## src/rtl/port_hs_pkg.sv

```systemverilog
// Shared constants for the peripheral port handshake block.
// Assumes an 8-bit processor bus and one 25 MHz system clock.
package port_hs_pkg;
  localparam int DATA_W = 8;
  localparam int SYNC_STAGES = 2;
  // Register select values seen on the select pin
  localparam logic SEL_PORT_A = 1'h0;
  localparam logic SEL_PORT_B = 1'h1;
  // Reset values
  localparam logic [DATA_W-1:0] PORT_B_RESET = 8'h00;
  localparam logic [DATA_W-1:0] BUS_IDLE = 8'h00;
  localparam logic REPLY_RESET = 1'h1;
  localparam logic IRQ_N_RESET = 1'h1;
  localparam logic OE_N_RESET = 1'h1;
  // Bus direction encoding
  localparam logic RW_WRITE = 1'h0;
  localparam logic RW_READ = 1'h1;
  // Width of the bundled bus-side synchroniser
  localparam int BUS_SYNC_W = DATA_W + 6;
endpackage : port_hs_pkg

```

## src/rtl/port_handshake.sv

```systemverilog
// Handshake control of a two-port peripheral adapter on an 8-bit bus.
// Assumes all inputs are asynchronous pins sampled on the 25 MHz CLOCK,
// and that the enable clock phases last several CLOCK periods.
// Contract
// An active port A strobe edge means input data ready; request interrupt.
// The peripheral holds port A data stable until the processor reads it.
// A processor read of port A drives the port A reply line low.
// An active port A strobe edge drives the port A reply line high.
// A pending data-ready condition drives the interrupt request output low.
// A port A read puts peripheral input data onto the processor bus.
// The processor gives address and write level, then data during phase two.
// Write data is latched on the falling edge of the enable clock.
// A port B write starts the handshake by signalling data available.
// The peripheral acknowledges port B data with a port B strobe edge.
// The port B strobe acknowledge drives the port B reply line high.
// Respond only when first and second selects high and third low.
// In handshake mode the port B reply line goes low on each port B write.
// The port B reply line stays low until the port B strobe acknowledge.
// A port A flag sets on strobe and clears on port A data read.
`timescale 1ns/100ps
module port_handshake
  import port_hs_pkg::*;
(
  // Clock and reset
  input wire logic CLOCK,
  input wire logic ARST_N,
  // Processor bus
  input wire logic ENABLE_CLK,
  input wire logic READ_WRITE,
  input wire logic REG_SELECT,
  input wire logic CHIP_SELECT_FIRST_HIGH,
  input wire logic CHIP_SELECT_SECOND_HIGH,
  input wire logic CHIP_SELECT_THIRD_LOW,
  input wire logic [port_hs_pkg::DATA_W-1:0] BUS_DATA_IN,
  output logic [port_hs_pkg::DATA_W-1:0] BUS_DATA_OUT,
  output logic BUS_DATA_OE_N,
  output logic IRQ_N,
  // Static configuration
  input wire logic A_STROBE_RISING,
  input wire logic B_STROBE_RISING,
  input wire logic B_HANDSHAKE_EN,
  // Port A, peripheral to processor
  input wire logic [port_hs_pkg::DATA_W-1:0] PORT_A_IN,
  input wire logic PORT_A_STROBE_IN,
  output logic PORT_A_REPLY_LINE,
  // Port B, processor to peripheral
  output logic [port_hs_pkg::DATA_W-1:0] PORT_B_OUT,
  input wire logic PORT_B_STROBE_IN,
  output logic PORT_B_REPLY_LINE
);
  import port_hs_pkg::*;

  logic [BUS_SYNC_W-1:0] bus_pins;
  logic [BUS_SYNC_W-1:0] bus_s;
  logic [DATA_W-1:0] pa_s;
  logic [4:0] misc_s;
  logic en_s, rw_s, rs_s, cs1_s, cs2_s, cs3_s;
  logic [DATA_W-1:0] din_s;
  logic a_stb_s, b_stb_s, a_rise_s, b_rise_s, b_hs_s;
  logic en_prev_r, a_stb_prev_r, b_stb_prev_r;
  logic selected, enable_fall, write_ev, read_a_ev, rd_drive;
  logic a_edge, b_edge;
  logic a_flag_r, a_flag_nxt;
  logic a_reply_r, a_reply_nxt;
  logic b_reply_r, b_reply_nxt;
  logic [DATA_W-1:0] pb_r, pb_nxt;
  logic [DATA_W-1:0] dout_r, dout_nxt;
  logic oe_n_r;
  logic irq_n_r;
  logic is_write, is_read, sel_port_a, sel_port_b;
  logic a_rise_ev, a_fall_ev, b_rise_ev, b_fall_ev;
  logic [DATA_W-1:0] dout_sel;

  // Strobe pins, polarity pins and the handshake mode pin share one synchroniser
  localparam int MISC_W = 5;

  assign bus_pins = {ENABLE_CLK, READ_WRITE, REG_SELECT,
                     CHIP_SELECT_FIRST_HIGH, CHIP_SELECT_SECOND_HIGH,
                     CHIP_SELECT_THIRD_LOW, BUS_DATA_IN};

  // Bus pins, port A data and handshake pins each pass two flops
  sync_cell #(.WIDTH(BUS_SYNC_W)) u_bus_sync (
    .clk(CLOCK),
    .arst_n(ARST_N),
    .pin_in(bus_pins),
    .sync_out(bus_s)
  );
  sync_cell #(.WIDTH(DATA_W)) u_pa_sync (
    .clk(CLOCK),
    .arst_n(ARST_N),
    .pin_in(PORT_A_IN),
    .sync_out(pa_s)
  );
  sync_cell #(.WIDTH(MISC_W)) u_misc_sync (
    .clk(CLOCK),
    .arst_n(ARST_N),
    .pin_in({PORT_A_STROBE_IN, PORT_B_STROBE_IN, A_STROBE_RISING,
             B_STROBE_RISING, B_HANDSHAKE_EN}),
    .sync_out(misc_s)
  );

  assign {en_s, rw_s, rs_s, cs1_s, cs2_s, cs3_s, din_s} = bus_s;
  assign {a_stb_s, b_stb_s, a_rise_s, b_rise_s, b_hs_s} = misc_s;

  // Decode
  assign selected = cs1_s & cs2_s & ~cs3_s;
  assign is_write = (rw_s == RW_WRITE);
  assign is_read = (rw_s == RW_READ);
  assign sel_port_a = (rs_s == SEL_PORT_A);
  assign sel_port_b = (rs_s == SEL_PORT_B);
  assign enable_fall = en_prev_r & ~en_s;
  // Data is taken as the enable clock falls, while still driven
  assign write_ev = enable_fall & selected & is_write & sel_port_b;
  // A port A read only counts once the access completes
  assign read_a_ev = enable_fall & selected & is_read & sel_port_a;
  // Drive lasts the whole phase so a slow processor still sees data
  assign rd_drive = en_s & selected & is_read;

  // Both edges are decoded; the polarity pin picks the active one
  assign a_rise_ev = a_stb_s & ~a_stb_prev_r;
  assign a_fall_ev = ~a_stb_s & a_stb_prev_r;
  assign b_rise_ev = b_stb_s & ~b_stb_prev_r;
  assign b_fall_ev = ~b_stb_s & b_stb_prev_r;
  assign a_edge = a_rise_s ? a_rise_ev : a_fall_ev;
  assign b_edge = b_rise_s ? b_rise_ev : b_fall_ev;

  // A strobe arriving with the clearing read keeps the flag set
  assign a_flag_nxt = a_edge ? 1'h1
                    : (read_a_ev ? 1'h0 : a_flag_r);
  // New data wins over the read so the peripheral is never told twice
  assign a_reply_nxt = a_edge ? 1'h1
                     : (read_a_ev ? 1'h0 : a_reply_r);
  // Port B data holds in this register until the next accepted write
  assign pb_nxt = write_ev ? din_s : pb_r;
  // A write landing with a stale acknowledge still signals new data
  assign b_reply_nxt = (write_ev & b_hs_s) ? 1'h0
                     : (b_edge ? 1'h1 : b_reply_r);
  // Port A read returns live peripheral data; port B reads back its latch
  assign dout_sel = sel_port_a ? pa_s : pb_r;
  assign dout_nxt = rd_drive ? dout_sel : BUS_IDLE;

  always_ff @(posedge CLOCK or negedge ARST_N) begin
    if (!ARST_N) begin
      en_prev_r <= 1'h0;
      a_stb_prev_r <= 1'h0;
      b_stb_prev_r <= 1'h0;
    end else begin
      en_prev_r <= en_s;
      a_stb_prev_r <= a_stb_s;
      b_stb_prev_r <= b_stb_s;
    end
  end

  // Port A handshake state
  always_ff @(posedge CLOCK or negedge ARST_N) begin
    if (!ARST_N) begin
      a_flag_r <= 1'h0;
      a_reply_r <= REPLY_RESET;
    end else begin
      a_flag_r <= a_flag_nxt;
      a_reply_r <= a_reply_nxt;
    end
  end

  // Port B data latch and handshake state
  always_ff @(posedge CLOCK or negedge ARST_N) begin
    if (!ARST_N) begin
      b_reply_r <= REPLY_RESET;
      pb_r <= PORT_B_RESET;
    end else begin
      b_reply_r <= b_reply_nxt;
      pb_r <= pb_nxt;
    end
  end

  // Read path; the bus is let go one clock after the access ends
  always_ff @(posedge CLOCK or negedge ARST_N) begin
    if (!ARST_N) begin
      dout_r <= BUS_IDLE;
      oe_n_r <= OE_N_RESET;
    end else begin
      dout_r <= dout_nxt;
      oe_n_r <= ~rd_drive;
    end
  end

  // Taken from the next flag value so it moves with the reply line
  always_ff @(posedge CLOCK or negedge ARST_N) begin
    if (!ARST_N) begin
      irq_n_r <= IRQ_N_RESET;
    end else begin
      irq_n_r <= ~a_flag_nxt;
    end
  end

  assign BUS_DATA_OUT = dout_r;
  assign BUS_DATA_OE_N = oe_n_r;
  assign IRQ_N = irq_n_r;
  assign PORT_A_REPLY_LINE = a_reply_r;
  assign PORT_B_OUT = pb_r;
  assign PORT_B_REPLY_LINE = b_reply_r;
endmodule : port_handshake

```

## src/rtl/sync_cell.sv

```systemverilog
// Two flip-flop synchroniser for a group of slowly changing pins.
// Assumes each bit is stable for several clocks around the sampling point.
`timescale 1ns/100ps
module sync_cell #(
  parameter int WIDTH = 1
) (
  // Clock and reset
  input wire logic clk,
  input wire logic arst_n,
  // Pins and their synchronised copies
  input wire logic [WIDTH-1:0] pin_in,
  output logic [WIDTH-1:0] sync_out
);
  logic [WIDTH-1:0] meta_r;

  // First stage feeds only the second stage
  always_ff @(posedge clk or negedge arst_n) begin
    if (!arst_n) begin
      meta_r <= '0;
      sync_out <= '0;
    end else begin
      meta_r <= pin_in;
      sync_out <= meta_r;
    end
  end
endmodule : sync_cell

```

## config.mk

```make
export PLATFORM = sky130hd
export DESIGN_NAME = port_handshake
export DESIGN_NICKNAME = d
export VERILOG_FILES = /design/src/rtl/port_hs_pkg.sv /design/src/rtl/port_handshake.sv /design/src/rtl/sync_cell.sv
export SDC_FILE = /design/constraint.sdc
export NUM_CORES = 1
export LEC_CHECK = 0
export BUFFER_PORTS_ARGS = -buffer_cell sky130_fd_sc_hd__buf_2
export CAP_MARGIN = 20
export CORE_MARGIN = 2
export CORE_UTILIZATION = 56
export DETAILED_ROUTE_END_ITERATION = 7
export PLACE_DENSITY = 0.79
export SYNTH_ARGS = -nofsm -noshare
export SYNTH_HDL_FRONTEND = slang
export SYNTH_SLANG_ARGS = --single-unit
```

## constraint.sdc

```tcl
create_clock -name CLOCK -period 4 [get_ports CLOCK]
set_input_delay 0.6 -clock CLOCK [delete_from_list [all_inputs] [get_ports CLOCK]]
set_output_delay 0.6 -clock CLOCK [all_outputs]
set_load 0.005 [all_outputs]
```

[After elaboration in Yosys (flattened, before gate mapping)]
Index checks and enable logic that the tools add are counted.
Word-level totals
  register bits: 78
  output and inout port bits: 20
  logic and storage cells: 53
Operators by class
  reductions and logical operators: 2
  multiplexer cells: 10
  bitwise logic cells: 25
Operators with widths (number)
  $mux W8: 2
  $and A1 B1 Y1: 15
  $not A1 Y1: 10
  $mux W1: 8
  $reduce_bool A2 Y1: 2

[Depth between registers and ports, before layout]
Gate-level depths: netlist of the first run.
  depth in word-level cells: 8
  mapped depth: 4

[Hierarchy]
From an unflattened synthesis of the first run, not the netlist that was laid out.
Second synthesis, totals
  cells, all modules: 119
  area total of the unflattened synthesis: 2284.7 um^2
Modules (own cells, without submodules)
  port_handshake: instances 1, area each 933.4 um^2, sequential area each 605.6 um^2, cells an instance 65
  sync_cell at u_bus_sync: instances 1, area each 700.7 um^2, sequential area each 700.7 um^2, cells an instance 28
  sync_cell at u_pa_sync: instances 1, area each 400.4 um^2, sequential area each 400.4 um^2, cells an instance 16
  sync_cell at u_misc_sync: instances 1, area each 250.2 um^2, sequential area each 250.2 um^2, cells an instance 10

[Worst setup path after synthesis of the first run]
No wires, ideal clock.
  path kind: reg-to-reg
  from: register u_bus_sync.sync_out[11]
  to: register a_flag_r
  setup slack: 2.673 ns
  library setup time: 0.118 ns
  path buffers: 1
  arrival time: 1.209 ns
  stages on the path, launching flop included: 4
  required time: 3.882 ns
  clock period less this slack: 1.327 ns
  path through: dfrtp_1 -> buf_6 -> or4b_4 -> a21o_1
Between the ends
  word-level cells in the longest chain between the ends: 4
RTL lines
  start: declaration: line sync_cell.sv:12  | output logic [WIDTH-1:0] sync_out
  start signal: assignment: line sync_cell.sv:23  | sync_out <= meta_r;
  $not A1 Y1: line port_handshake.sv:109  | assign sel_port_a = (rs_s == SEL_PORT_A);
  $and A1 B1 Y1: line port_handshake.sv:115  | assign read_a_ev = enable_fall & selected & is_read & sel_port_a;
  $mux W1: line port_handshake.sv:129  | : (read_a_ev ? 1'h0 : a_flag_r);
  $mux W1: line port_handshake.sv:128  | assign a_flag_nxt = a_edge ? 1'h1
  named net a_flag_nxt: line port_handshake.sv:63  | logic a_flag_r, a_flag_nxt;
  end signal: assignment: line port_handshake.sv:160  | a_flag_r <= a_flag_nxt;
  end: declaration: line port_handshake.sv:63
The timed path passes the listed nets, and every way through them passes these cells.
A chain may end at the register's enable or synchronous reset.

[Worst setup path in the final report of the first run]
  from: register a_reply_r, in the netlist PORT_A_REPLY_LINE
  to: output PORT_A_REPLY_LINE
RTL lines
  start: declaration: line port_handshake.sv:64  | logic a_reply_r, a_reply_nxt;
  start signal: assignment: line port_handshake.sv:161  | a_reply_r <= a_reply_nxt;
  end: declaration: line port_handshake.sv:45  | output logic PORT_A_REPLY_LINE,
No word-level cell between the ends.

==> qor.txt, run 1 <==
Hpwl dp -> 2.36 mm
Fmax -> 0.637 GHz
Register bit total from synthesis -> 78
Hold-fix buffers, CTS -> 0
Via density -> 4.82
Number of antenna violations at the first check in global routing -> 0
First-pass GRT wire length -> 5.21 mm
Fillers -> 269
Setup slack at placement -> 2470 ps
Beginning of the worst hold path -> u_bus_sync.meta_r[5]
Max capacitance violation total -> 0
Post-synthesis async set-or-reset flop share -> 100%
Reg2reg start -> u_bus_sync.sync_out[11]
Setup violations, final -> 0
Diode count -> 0
Util after Layout -> 69.5%
Synth area leader -> dfrtp_1
Max Buffers Root-to-Sink -> 2
Remaining antenna violation count -> 0
Initial DRC Count -> 75
Setup slack, reg-to-reg -> 2480 ps
Hold EP -> u_bus_sync.sync_out[5]
Critical-path maximum fanout -> 2
Top cell type's share of synthesized area -> 80.7%
Worst slew pin tran -> 893 ps
Register area share after synthesis -> 85.3%
Share of cells above drive strength 1 -> 41.2%
Tcrit/Tclk final -> 39.2%
Worst Reg-to-Reg Cells -> 3
Startpoint type of the worst setup path -> flip-flop
Drt wl/cell -> 14.7 um
Placed Cells -> 216
Max IR drop VDD -> 348 uV
IO buf count -> 48
Core area -> 3970 um2
Worst setup path class -> reg2out
Number of synthesized flops with an enable pin -> 0
P&R area growth vs syn -> 20.3%
Largest net degree at the start of global routing -> 79
Total grt overflow -> 0
CP cell instances -> buf_2
Reg-to-reg endpoint -> PORT_B_OUT[5]
CP max-delay cell -> dfstp_2
Post-synth top cells -> dfrtp_1 (74), nor2_1 (9), mux2_2 (8), mux2i_1 (8), dfstp_2 (4)
Post-CTS Setup Bufs -> 0
Hold Violations, Final -> 0
Pwr Density -> 513 nW/um2
CP Buf/Inv Count -> 1
Synthesized instance count -> 119
CTS tree -> built
Max_slew headroom -> 40.5%
Outcome -> complete, no violations
Setup crit end kind -> output pin
Area after DPL -> 2590 um2
Clk_lat worst skew -> 340 ps
Sink Count -> 78
Cell Count, Final, Fillers Out -> 232
Prevailing post-synth register cell -> dfrtp_1
Count of pins over their slew limit -> 0
Row cnt -> 23
H-tree depth -> 3
Clock-pin transition on the worst setup and hold timing paths -> 70 ps
TritonCTS buffer count -> 9
Crit path max-delay family -> flip-flops
Total wire length -> 3.42 mm
Yosys warns -> 0
RePlAce Congestion -> 0.671
Static leakage -> 1.38 nW
Fin area -> 2760 um2
Fin nets -> 206
Critical Path RT -> 3400 ps
CP peak stage delay -> 530 ps
DRT Pass-1 Iters -> 4
Die area -> 4620 um2
Worst hold path depth -> 0
Setup TNS -> 0 ps
Syn nets -> 148
Die Width -> 68.0 um
RSZ-0062 raised after global routing -> false
PostCTS Resize Cnt -> 0
Yosys cell types -> 20
Worst hold-check path type -> reg2reg
Via count -> 1118
Io pins -> 49
All-Layer GR Usage -> 17.4%
Most common cell in the netlist -> dfrtp_1
# DRC -> 0
Synth area leaders -> dfrtp_1 (81%), dfstp_2 (4.6%), mux2_2 (3.9%)
Period minus WS final -> 1570 ps
Syn Area/Cell -> 19.3 um2
DIE HEIGHT -> 68.0 um
Number of global-route vias before repair -> 1135
Crit path DAT -> 970 ps
Initial Util -> 57.8%
Layout Skew -> 7.84 ps
Synth Cell Area -> 2290 um2
Worst setup margin -> 2430 ps
CTS root buffer -> clkbuf_8
[where the power goes]
group	internal, mW	total, mW	switching (mW)
sequential	0.831	0.853	0.0220
clock	0.259	0.499	0.240
combinational	0.0328	0.0640	0.0312
[cell type report]
class / instances / area [um2] / share of cell area (%)
tap: 50 / 62.6 / 2.27
sequential: 78 / 1960 / 70.9
clock inverter: 1 / 5.00 / 0.181
timing repair buffer: 48 / 243 / 8.80
multi-input combinational: 40 / 325 / 11.8
clock buffer: 15 / 166 / 6.03
[flip-flops by register name (all words and copies together), names as in the netlist]
name and flops:
a_stb_prev_r 1, PORT_B_REPLY_LINE 1, b_stb_prev_r 1, u_pa_sync.meta_r 8, u_misc_sync.meta_r 5, IRQ_N 1
a_flag_r 1, PORT_B_OUT 8, PORT_A_REPLY_LINE 1, BUS_DATA_OE_N 1, en_prev_r 1, u_bus_sync.sync_out 14
BUS_DATA_OUT 8, u_pa_sync.sync_out 8, u_misc_sync.sync_out 5, u_bus_sync.meta_r 14
[worst register-to-register path: stages, from the launching register on]
cell      delay (ps)
dfrtp_1          670
and4bb_4         340
nand2_4          100
mux2_2           300
[metrics by stage]
stage | total power [mW] | hold slack (ps)
2_1_floorplan | 0.884 | 304
3_3_place_gp | 0.927 | 332
3_5_place_dp | 0.935 | 335
4_1_cts | 1.44 | 348
5_1_grt | 1.48 | 337
6_report | 1.42 | 349
[metal layers]
layer,vias to the layer above,routed length [um],share of wire (%),global-route usage [%]
li1,513,-,-,-
met1,555,1300,38,18.8
met2,39,1810,53,26.9
met3,11,220,6.4,9.70
met4,0,93,2.7,9.75
met5,-,0,0,0
[cells in the final DEF (no fill, tap or decap)]
| cell | Yosys | routed |
|---|---|---|
| o22ai_1 | 1 | 1 |
| clkbuf_8 | 0 | 11 |
| buf_2 | 0 | 47 |
| dfrtp_1 | 74 | 74 |
| nand2_4 | 1 | 1 |
| mux2i_1 | 8 | 8 |
| and4bb_4 | 1 | 1 |
| nor2_1 | 9 | 9 |
| a21oi_1 | 1 | 1 |
| nand2_1 | 1 | 1 |
| a221oi_1 | 1 | 1 |
| buf_4 | 0 | 1 |
| nand4b_1 | 1 | 1 |
| nand3_1 | 1 | 1 |
| mux2_2 | 8 | 8 |
| and3b_1 | 1 | 1 |
| a21o_1 | 2 | 2 |
| nand2b_1 | 1 | 1 |
| nor2b_1 | 1 | 1 |
| or4b_4 | 1 | 1 |
| clkbuf_1 | 0 | 4 |
| clkinv_2 | 0 | 1 |
| dfstp_2 | 4 | 4 |
| a31oi_1 | 1 | 1 |
[logic make-up (layout without fill, tap and decap cells)]
kind of cell	count (synthesis)	count (layout)	share of synthesized area, %
buffers and inverters	1	64	0.491
flip-flops	78	78	85.3
multiplexers	16	16	7.42
AND/OR/NAND/NOR	18	18	4.96
AO/OA/AOI/OAI	6	6	1.80
[worst max path at each step]
stage / start / endpoint / depth (start not counted)
6_report: PORT_A_REPLY_LINE / PORT_A_REPLY_LINE / 1
5_1_grt: PORT_A_REPLY_LINE / PORT_A_REPLY_LINE / 1
4_1_cts: PORT_A_REPLY_LINE / PORT_A_REPLY_LINE / 1
3_5_place_dp: u_bus_sync.sync_out[11] / PORT_B_OUT[5] / 3
3_3_place_gp: u_bus_sync.sync_out[11] / a_flag_r / 2
2_1_floorplan: u_bus_sync.sync_out[11] / a_flag_r / 3
(Power assumes the default switching activity.)
==> run 2: changes to the inputs <==
--- a/config.mk
+++ b/config.mk
@@ -8,9 +8,9 @@
 export BUFFER_PORTS_ARGS = -buffer_cell sky130_fd_sc_hd__buf_2
 export CAP_MARGIN = 20
 export CORE_MARGIN = 2
-export CORE_UTILIZATION = 56
+export CORE_UTILIZATION = 47
 export DETAILED_ROUTE_END_ITERATION = 7
-export PLACE_DENSITY = 0.79
+export PLACE_DENSITY = 0.7
 export SYNTH_ARGS = -nofsm -noshare
 export SYNTH_HDL_FRONTEND = slang
 export SYNTH_SLANG_ARGS = --single-unit
==> constraint.sdc (replaced) <==
create_clock -name CLOCK -period 1.4 [get_ports CLOCK]
set_input_delay 0.21 -clock CLOCK [delete_from_list [all_inputs] [get_ports CLOCK]]
set_output_delay 0.21 -clock CLOCK [all_outputs]
set_load 0.005 [all_outputs]
==> qor.txt, run 2 (synthesis results as in run 1) <==
Drt wl/cell -> 13.0 um (-12%)
Number of antenna violations at the first check in global routing -> 0 (unchanged)
Sink Count -> 78 (unchanged)
P&R area growth vs syn -> 38.2%
M1 GR Usage -> 17.6% (-1.2 points)
Share of cells above drive strength 1 -> 39.4% (-1.9 points)
WP depth -> 3 (+2)
Setup violations, final -> 0 (unchanged)
Sequential cell area -> 1960 um2 (unchanged)
Area after DPL -> 2670 um2 (+3.0%)
Die Width -> 73.9 um (+8.6%)
Fin nets -> 240 (+17%)
Core area -> 4720 um2 (+19%)
Initial Util -> 48.6% (-9.2 points)
Max capacitance violation total -> 0 (unchanged)
Diode count -> 0 (unchanged)
Setup crit end kind -> flip-flop
Via count -> 1243 (+11%)
Count of pins over their slew limit -> 0 (unchanged)
Area of the multi-input gates -> 325 um2 (unchanged)
CP max-delay cell -> or4b_4
CP Buf/Inv Count -> 0 (-1)
Startpoint type of the worst setup path -> flip-flop
GRT Max-Usage Layer -> met2
Static leakage -> 1.54 nW (+12%)
CP peak stage delay -> 510 ps (-20 ps)
Fin area -> 3170 um2 (+15%)
First-pass GRT wire length -> 5.98 mm (+15%)
Post-CTS Setup Bufs -> 0 (unchanged)
Worst hold-check path type -> in2async
Die area -> 5450 um2 (+18%)
Max IR drop VDD -> 705 uV (+100%)
Initial DRC Count -> 67 (-11%)
CP cell instances -> nand4b_1 > or4b_4 > a21o_1
Pwr Density -> 1420 nW/um2 (+180%)
Total wire length -> 3.68 mm (+7.7%)
H-tree depth -> 3 (unchanged)
Row cnt -> 25 (+8.7%)
Total grt overflow -> 0 (unchanged)
DIE HEIGHT -> 73.9 um (+8.6%)
Critical-path maximum fanout -> 3 (+1)
CTS tree -> built
Worst Reg-to-Reg Cells -> 3 (unchanged)
Layout Skew -> 4.84 ps (-3.00 ps)
Crit path DAT -> 1570 ps (+600 ps)
Worst setup path class -> reg2reg
Hold Violations, Final -> 0 (unchanged)
Via density -> 4.39 (-8.9%)
Setup TNS -> 0 ps (unchanged)
Remaining antenna violation count -> 0 (unchanged)
Critical Path RT -> 1640 ps (-1760 ps)
IO buf count -> 48 (unchanged)
Io pins -> 49 (unchanged)
M3 GR Usage -> 6.72% (-3.0 points)
Clk_lat worst skew -> 340 ps (about the same)
All-Layer GR Usage -> 15.9% (-1.5 points)
Max_slew headroom -> 78.2% (+38 points)
Number of global-route vias before repair -> 1342 (+18%)
Worst slew pin tran -> 327 ps (-566 ps)
Biggest regs -> u_bus_sync.meta_r (14), u_bus_sync.sync_out (14)
Outcome -> complete, no violations
RePlAce Congestion -> 0.697 (+4.0%)
DRT Pass-1 Iters -> 4 (unchanged)
Period minus WS final -> 1330 ps
TritonCTS buffer count -> 9 (unchanged)
Max Buffers Root-to-Sink -> 2 (unchanged)
Commonest non-fill, non-tap cell in the layout -> dfrtp_1
Most frequent cells in the layout -> dfrtp_1 (74), buf_2 (47), dlygate4sd3_1 (28)
Hpwl dp -> 2.46 mm (+4.2%)
Tcrit/Tclk final -> 95.3%
Crit path max-delay family -> simple AND/OR/NAND/NOR gates
Clock-pin transition on the worst setup and hold timing paths -> 70 ps (about the same)
Fmax -> 0.749 GHz
M2 GR Usage -> 25.6% (-1.3 points)
RSZ-0062 raised after global routing -> false
Fillers -> 325 (+21%)
CTS root buffer -> clkbuf_8
Largest net degree at the start of global routing -> 35 (-56%)
# DRC -> 0 (unchanged)
run 2: cell count changes in the layout (fill, tap and decap cells not counted), sizes merged:
cell	before	now
clkinvlp	0	4
dlygate4sd3	0	28
bufinv	0	2
clkbuf	15	9
buf	48	54
run 2: per-layer routing:
metal  routed length, um  vias to the layer above
met3                 185                        7
met5                   0                        -
met2                2050                       26
li1                    -                      582
met1                1380                      628
met4                  66                        0
run 2: report_power, final:
part / internal, mW / total, mW / switching, mW
combinational: 0.158 / 0.265 / 0.107
sequential: 2.37 / 2.42 / 0.0519
clock: 1.00 / 1.80 / 0.797
total: 3.53 / 4.49 / 0.956
run 2: final timing paths:
check | end | start | slack, ps
worst max-delay path | a_flag_r | u_bus_sync.sync_out[8] | 70
worst min-delay path | u_bus_sync.meta_r[11] | ARST_N | 300
worst max register to register | a_flag_r | u_bus_sync.sync_out[8] | 70
worst min register to register | u_bus_sync.sync_out[10] | u_bus_sync.meta_r[10] | 350
max in group asynchronous | PORT_B_REPLY_LINE | ARST_N | 560
min in group CLOCK | u_bus_sync.sync_out[10] | u_bus_sync.meta_r[10] | 350
run 2: repair_timing:
item                                    in CTS  in global routing
hold endpoints to repair                    48                  0
endpoints found under the setup margin       0                  1
gates resized for setup                      0                  0
hold buffers                                28                  0
run 2: final cells by class:
class | instances | share of cell area [%]
Multi-Input combinational cell | 40 | 10.3
Clock inverter | 7 | 3.12
Timing Repair Buffer | 82 | 18.3
Clock buffer | 9 | 3.91
Tap cell | 67 | 2.65
Sequential cell | 78 | 61.7
run 2: per-stage QoR:
| step | setup slack [ps] | power (mW) | std cells | util [%] | hold WS (ps) |
|---|---|---|---|---|---|
| 3_3_place_gp | 68.3 | 2.66 | 239 | 56.5 | 128 |
| 4_1_cts | 23.0 | 4.54 | 283 | 67.1 | 297 |
| 2_1_floorplan | 72.6 | 2.53 | 119 | - | -85.6 |
| 6_report | 65.4 | 4.49 | 283 | 67.1 | 301 |
| 5_1_grt | 12.9 | 4.69 | 283 | 67.1 | 334 |
| 3_5_place_dp | 36.1 | 2.68 | 239 | 56.5 | 135 |
==> run 3: changes to the inputs <==
--- a/config.mk
+++ b/config.mk
@@ -6,8 +6,8 @@
 export NUM_CORES = 1
 export LEC_CHECK = 0
 export BUFFER_PORTS_ARGS = -buffer_cell sky130_fd_sc_hd__buf_2
-export CAP_MARGIN = 20
-export CORE_MARGIN = 2
+export CAP_MARGIN = 5
+export CORE_MARGIN = 1.5
 export CORE_UTILIZATION = 47
 export DETAILED_ROUTE_END_ITERATION = 7
 export PLACE_DENSITY = 0.7
==> qor.txt, run 3 (synthesis results as in run 1) <==
Die area -> 5310 um2 (-2.7%)
Setup slack, reg-to-reg -> 70 ps (about the same)
Commonest non-fill, non-tap cell in the layout -> dfrtp_1
H-tree depth -> 3 (unchanged)
Setup crit end kind -> flip-flop
Max_slew headroom -> 74.4% (-3.9 points)
GRT Max-Usage Layer -> met2
Most frequent cells in the layout -> dfrtp_1 (74), buf_2 (47), dlygate4sd3_1 (28)
Worst hold-check path type -> reg2reg
Worst setup path class -> reg2reg
Total wire length -> 3.80 mm (+3.4%)
Tcrit/Tclk final -> 94.8% (-0.52 points)
Initial DRC Count -> 57 (-15%)
CTS tree -> built
Remaining antenna violation count -> 0 (unchanged)
Critical-path maximum fanout -> 3 (unchanged)
Core area -> 4720 um2 (unchanged)
Fillers -> 334 (+2.8%)
Worst hold path depth -> 0
Fmax -> 0.753 GHz (+0.55%)
Crit path DAT -> 1560 ps (about the same)
Worst Reg-to-Reg Cells -> 3 (unchanged)
TritonCTS buffer count -> 9 (unchanged)
Fin nets -> 236 (-1.7%)
Period minus WS final -> 1330 ps (-7.28 ps)
Die Width -> 72.9 um (-1.4%)
Largest net degree at the start of global routing -> 79 (+130%)
Max capacitance violation total -> 0 (unchanged)
Worst slew pin tran -> 385 ps (+57.8 ps)
M2 GR Usage -> 29.8% (+4.2 points)
RSZ-0062 raised after global routing -> false
Setup TNS -> 0 ps (unchanged)
Via density -> 4.39 (about the same)
First-pass GRT wire length -> 6.20 mm (+3.6%)
# DRC -> 0 (unchanged)
Sink Count -> 78 (unchanged)
M3 GR Usage -> 7.87% (+1.2 points)
Reg-to-reg endpoint -> a_flag_r
DRT Pass-1 Iters -> 3 (-1)
Biggest regs -> u_bus_sync.meta_r (14), u_bus_sync.sync_out (14)
P&R area growth vs syn -> 37.4%
DIE HEIGHT -> 72.9 um (-1.4%)
Io pins -> 49 (unchanged)
Max Buffers Root-to-Sink -> 2 (unchanged)
Hold EP -> u_bus_sync.sync_out[1]
Critical Path RT -> 1640 ps (about the same)
Drt wl/cell -> 13.6 um (+4.9%)
Diode count -> 0 (unchanged)
Beginning of the worst hold path -> u_bus_sync.meta_r[1]
Clk_lat worst skew -> 350 ps (about the same)
IO buf count -> 48 (unchanged)
Static leakage -> 1.53 nW (-0.42%)
Initial Util -> 48.6% (unchanged)
All-Layer GR Usage -> 16.9% (+1.0 points)
Number of antenna violations at the first check in global routing -> 0 (unchanged)
M1 GR Usage -> 17.0% (-0.53 points)
Layout Skew -> 10.5 ps (+5.67 ps)
Hold Violations, Final -> 0 (unchanged)
CTS root buffer -> clkbuf_8
Count of pins over their slew limit -> 0 (unchanged)
Clock-pin transition on the worst setup and hold timing paths -> 80 ps (about the same)
Hold Slack -> 345 ps (+43.8 ps)
Via count -> 1225 (-1.4%)
Reg2reg start -> u_bus_sync.sync_out[8]
Max IR drop VDD -> 837 uV (+19%)
Outcome -> complete, no violations
Startpoint type of the worst setup path -> flip-flop
Area after DPL -> 2640 um2 (-1.1%)
Number of global-route vias before repair -> 1350 (+0.60%)
Row cnt -> 25 (unchanged)
Pwr Density -> 1450 nW/um2 (+2.1%)
Total grt overflow -> 0 (unchanged)
Hpwl dp -> 2.23 mm (-9.2%)
RePlAce Congestion -> 0.696 (-0.23%)
Setup violations, final -> 0 (unchanged)
Fin area -> 3150 um2 (-0.55%)
Share of cells above drive strength 1 -> 38.7% (-0.67 points)
Post-CTS Setup Bufs -> 0 (unchanged)
## run 3: cell type report
class	instances	area [um2]	share of cell area, %
sequential	78	1960	62.1
timing repair buffer	78	551	17.5
multi-input combinational	40	330	10.5
clock buffer	10	138	4.37
clock inverter	6	92.6	2.94
tap	67	83.8	2.66
## run 3: power breakdown
part	total (mW)	internal [mW]	leakage (nW)	switching, mW
Clock	1.87	1.06	0.110	0.811
Combinational	0.261	0.153	0.490	0.109
Sequential	2.42	2.37	0.933	0.0529
## run 3: stage by stage
stage / std cells / utilization [%] / total power, mW / setup WS [ps]
finish: 279 / 66.7 / 4.56 / 72.7
global route: 279 / 66.7 / 4.75 / 3.02
CTS: 279 / 66.6 / 4.61 / 30.4
detailed placement: 235 / 55.8 / 2.67 / 40.0
global placement: 235 / 55.8 / 2.65 / 71.0
floorplan: 119 / - / 2.53 / 72.6
## run 3: timing repair
action	CTS	global route
gates resized for setup	0	1
endpoints found under the setup margin	0	2
hold buffers	28	0
hold endpoints to repair	101	0
## run 3: routing by layer
metal / share of wire (%) / vias up
li1: - / 571
met1: 37 / 614
met2: 56 / 32
met3: 4.8 / 8
met4: 2.2 / 0
met5: 0 / -
## run 3: worst max-delay path, cell delays in order (launching register included)
cell and delay, ps:
dfrtp_1 370, nand4b_1 160, or4b_4 500, a21o_1 190
## run 3: how the worst max path moves through the flow
stage / startpoint / to / slack [ps] / cells past startpoint
after global placement: u_bus_sync.sync_out[8] / a_flag_r / 70 / 3
after global routing: u_bus_sync.sync_out[8] / a_flag_r / 3 / 3
after floorplan: u_bus_sync.sync_out[11] / a_flag_r / 70 / 3
after CTS: u_bus_sync.sync_out[8] / a_flag_r / 30 / 3
final: u_bus_sync.sync_out[8] / a_flag_r / 70 / 3
after detailed placement: u_bus_sync.sync_out[8] / a_flag_r / 40 / 3
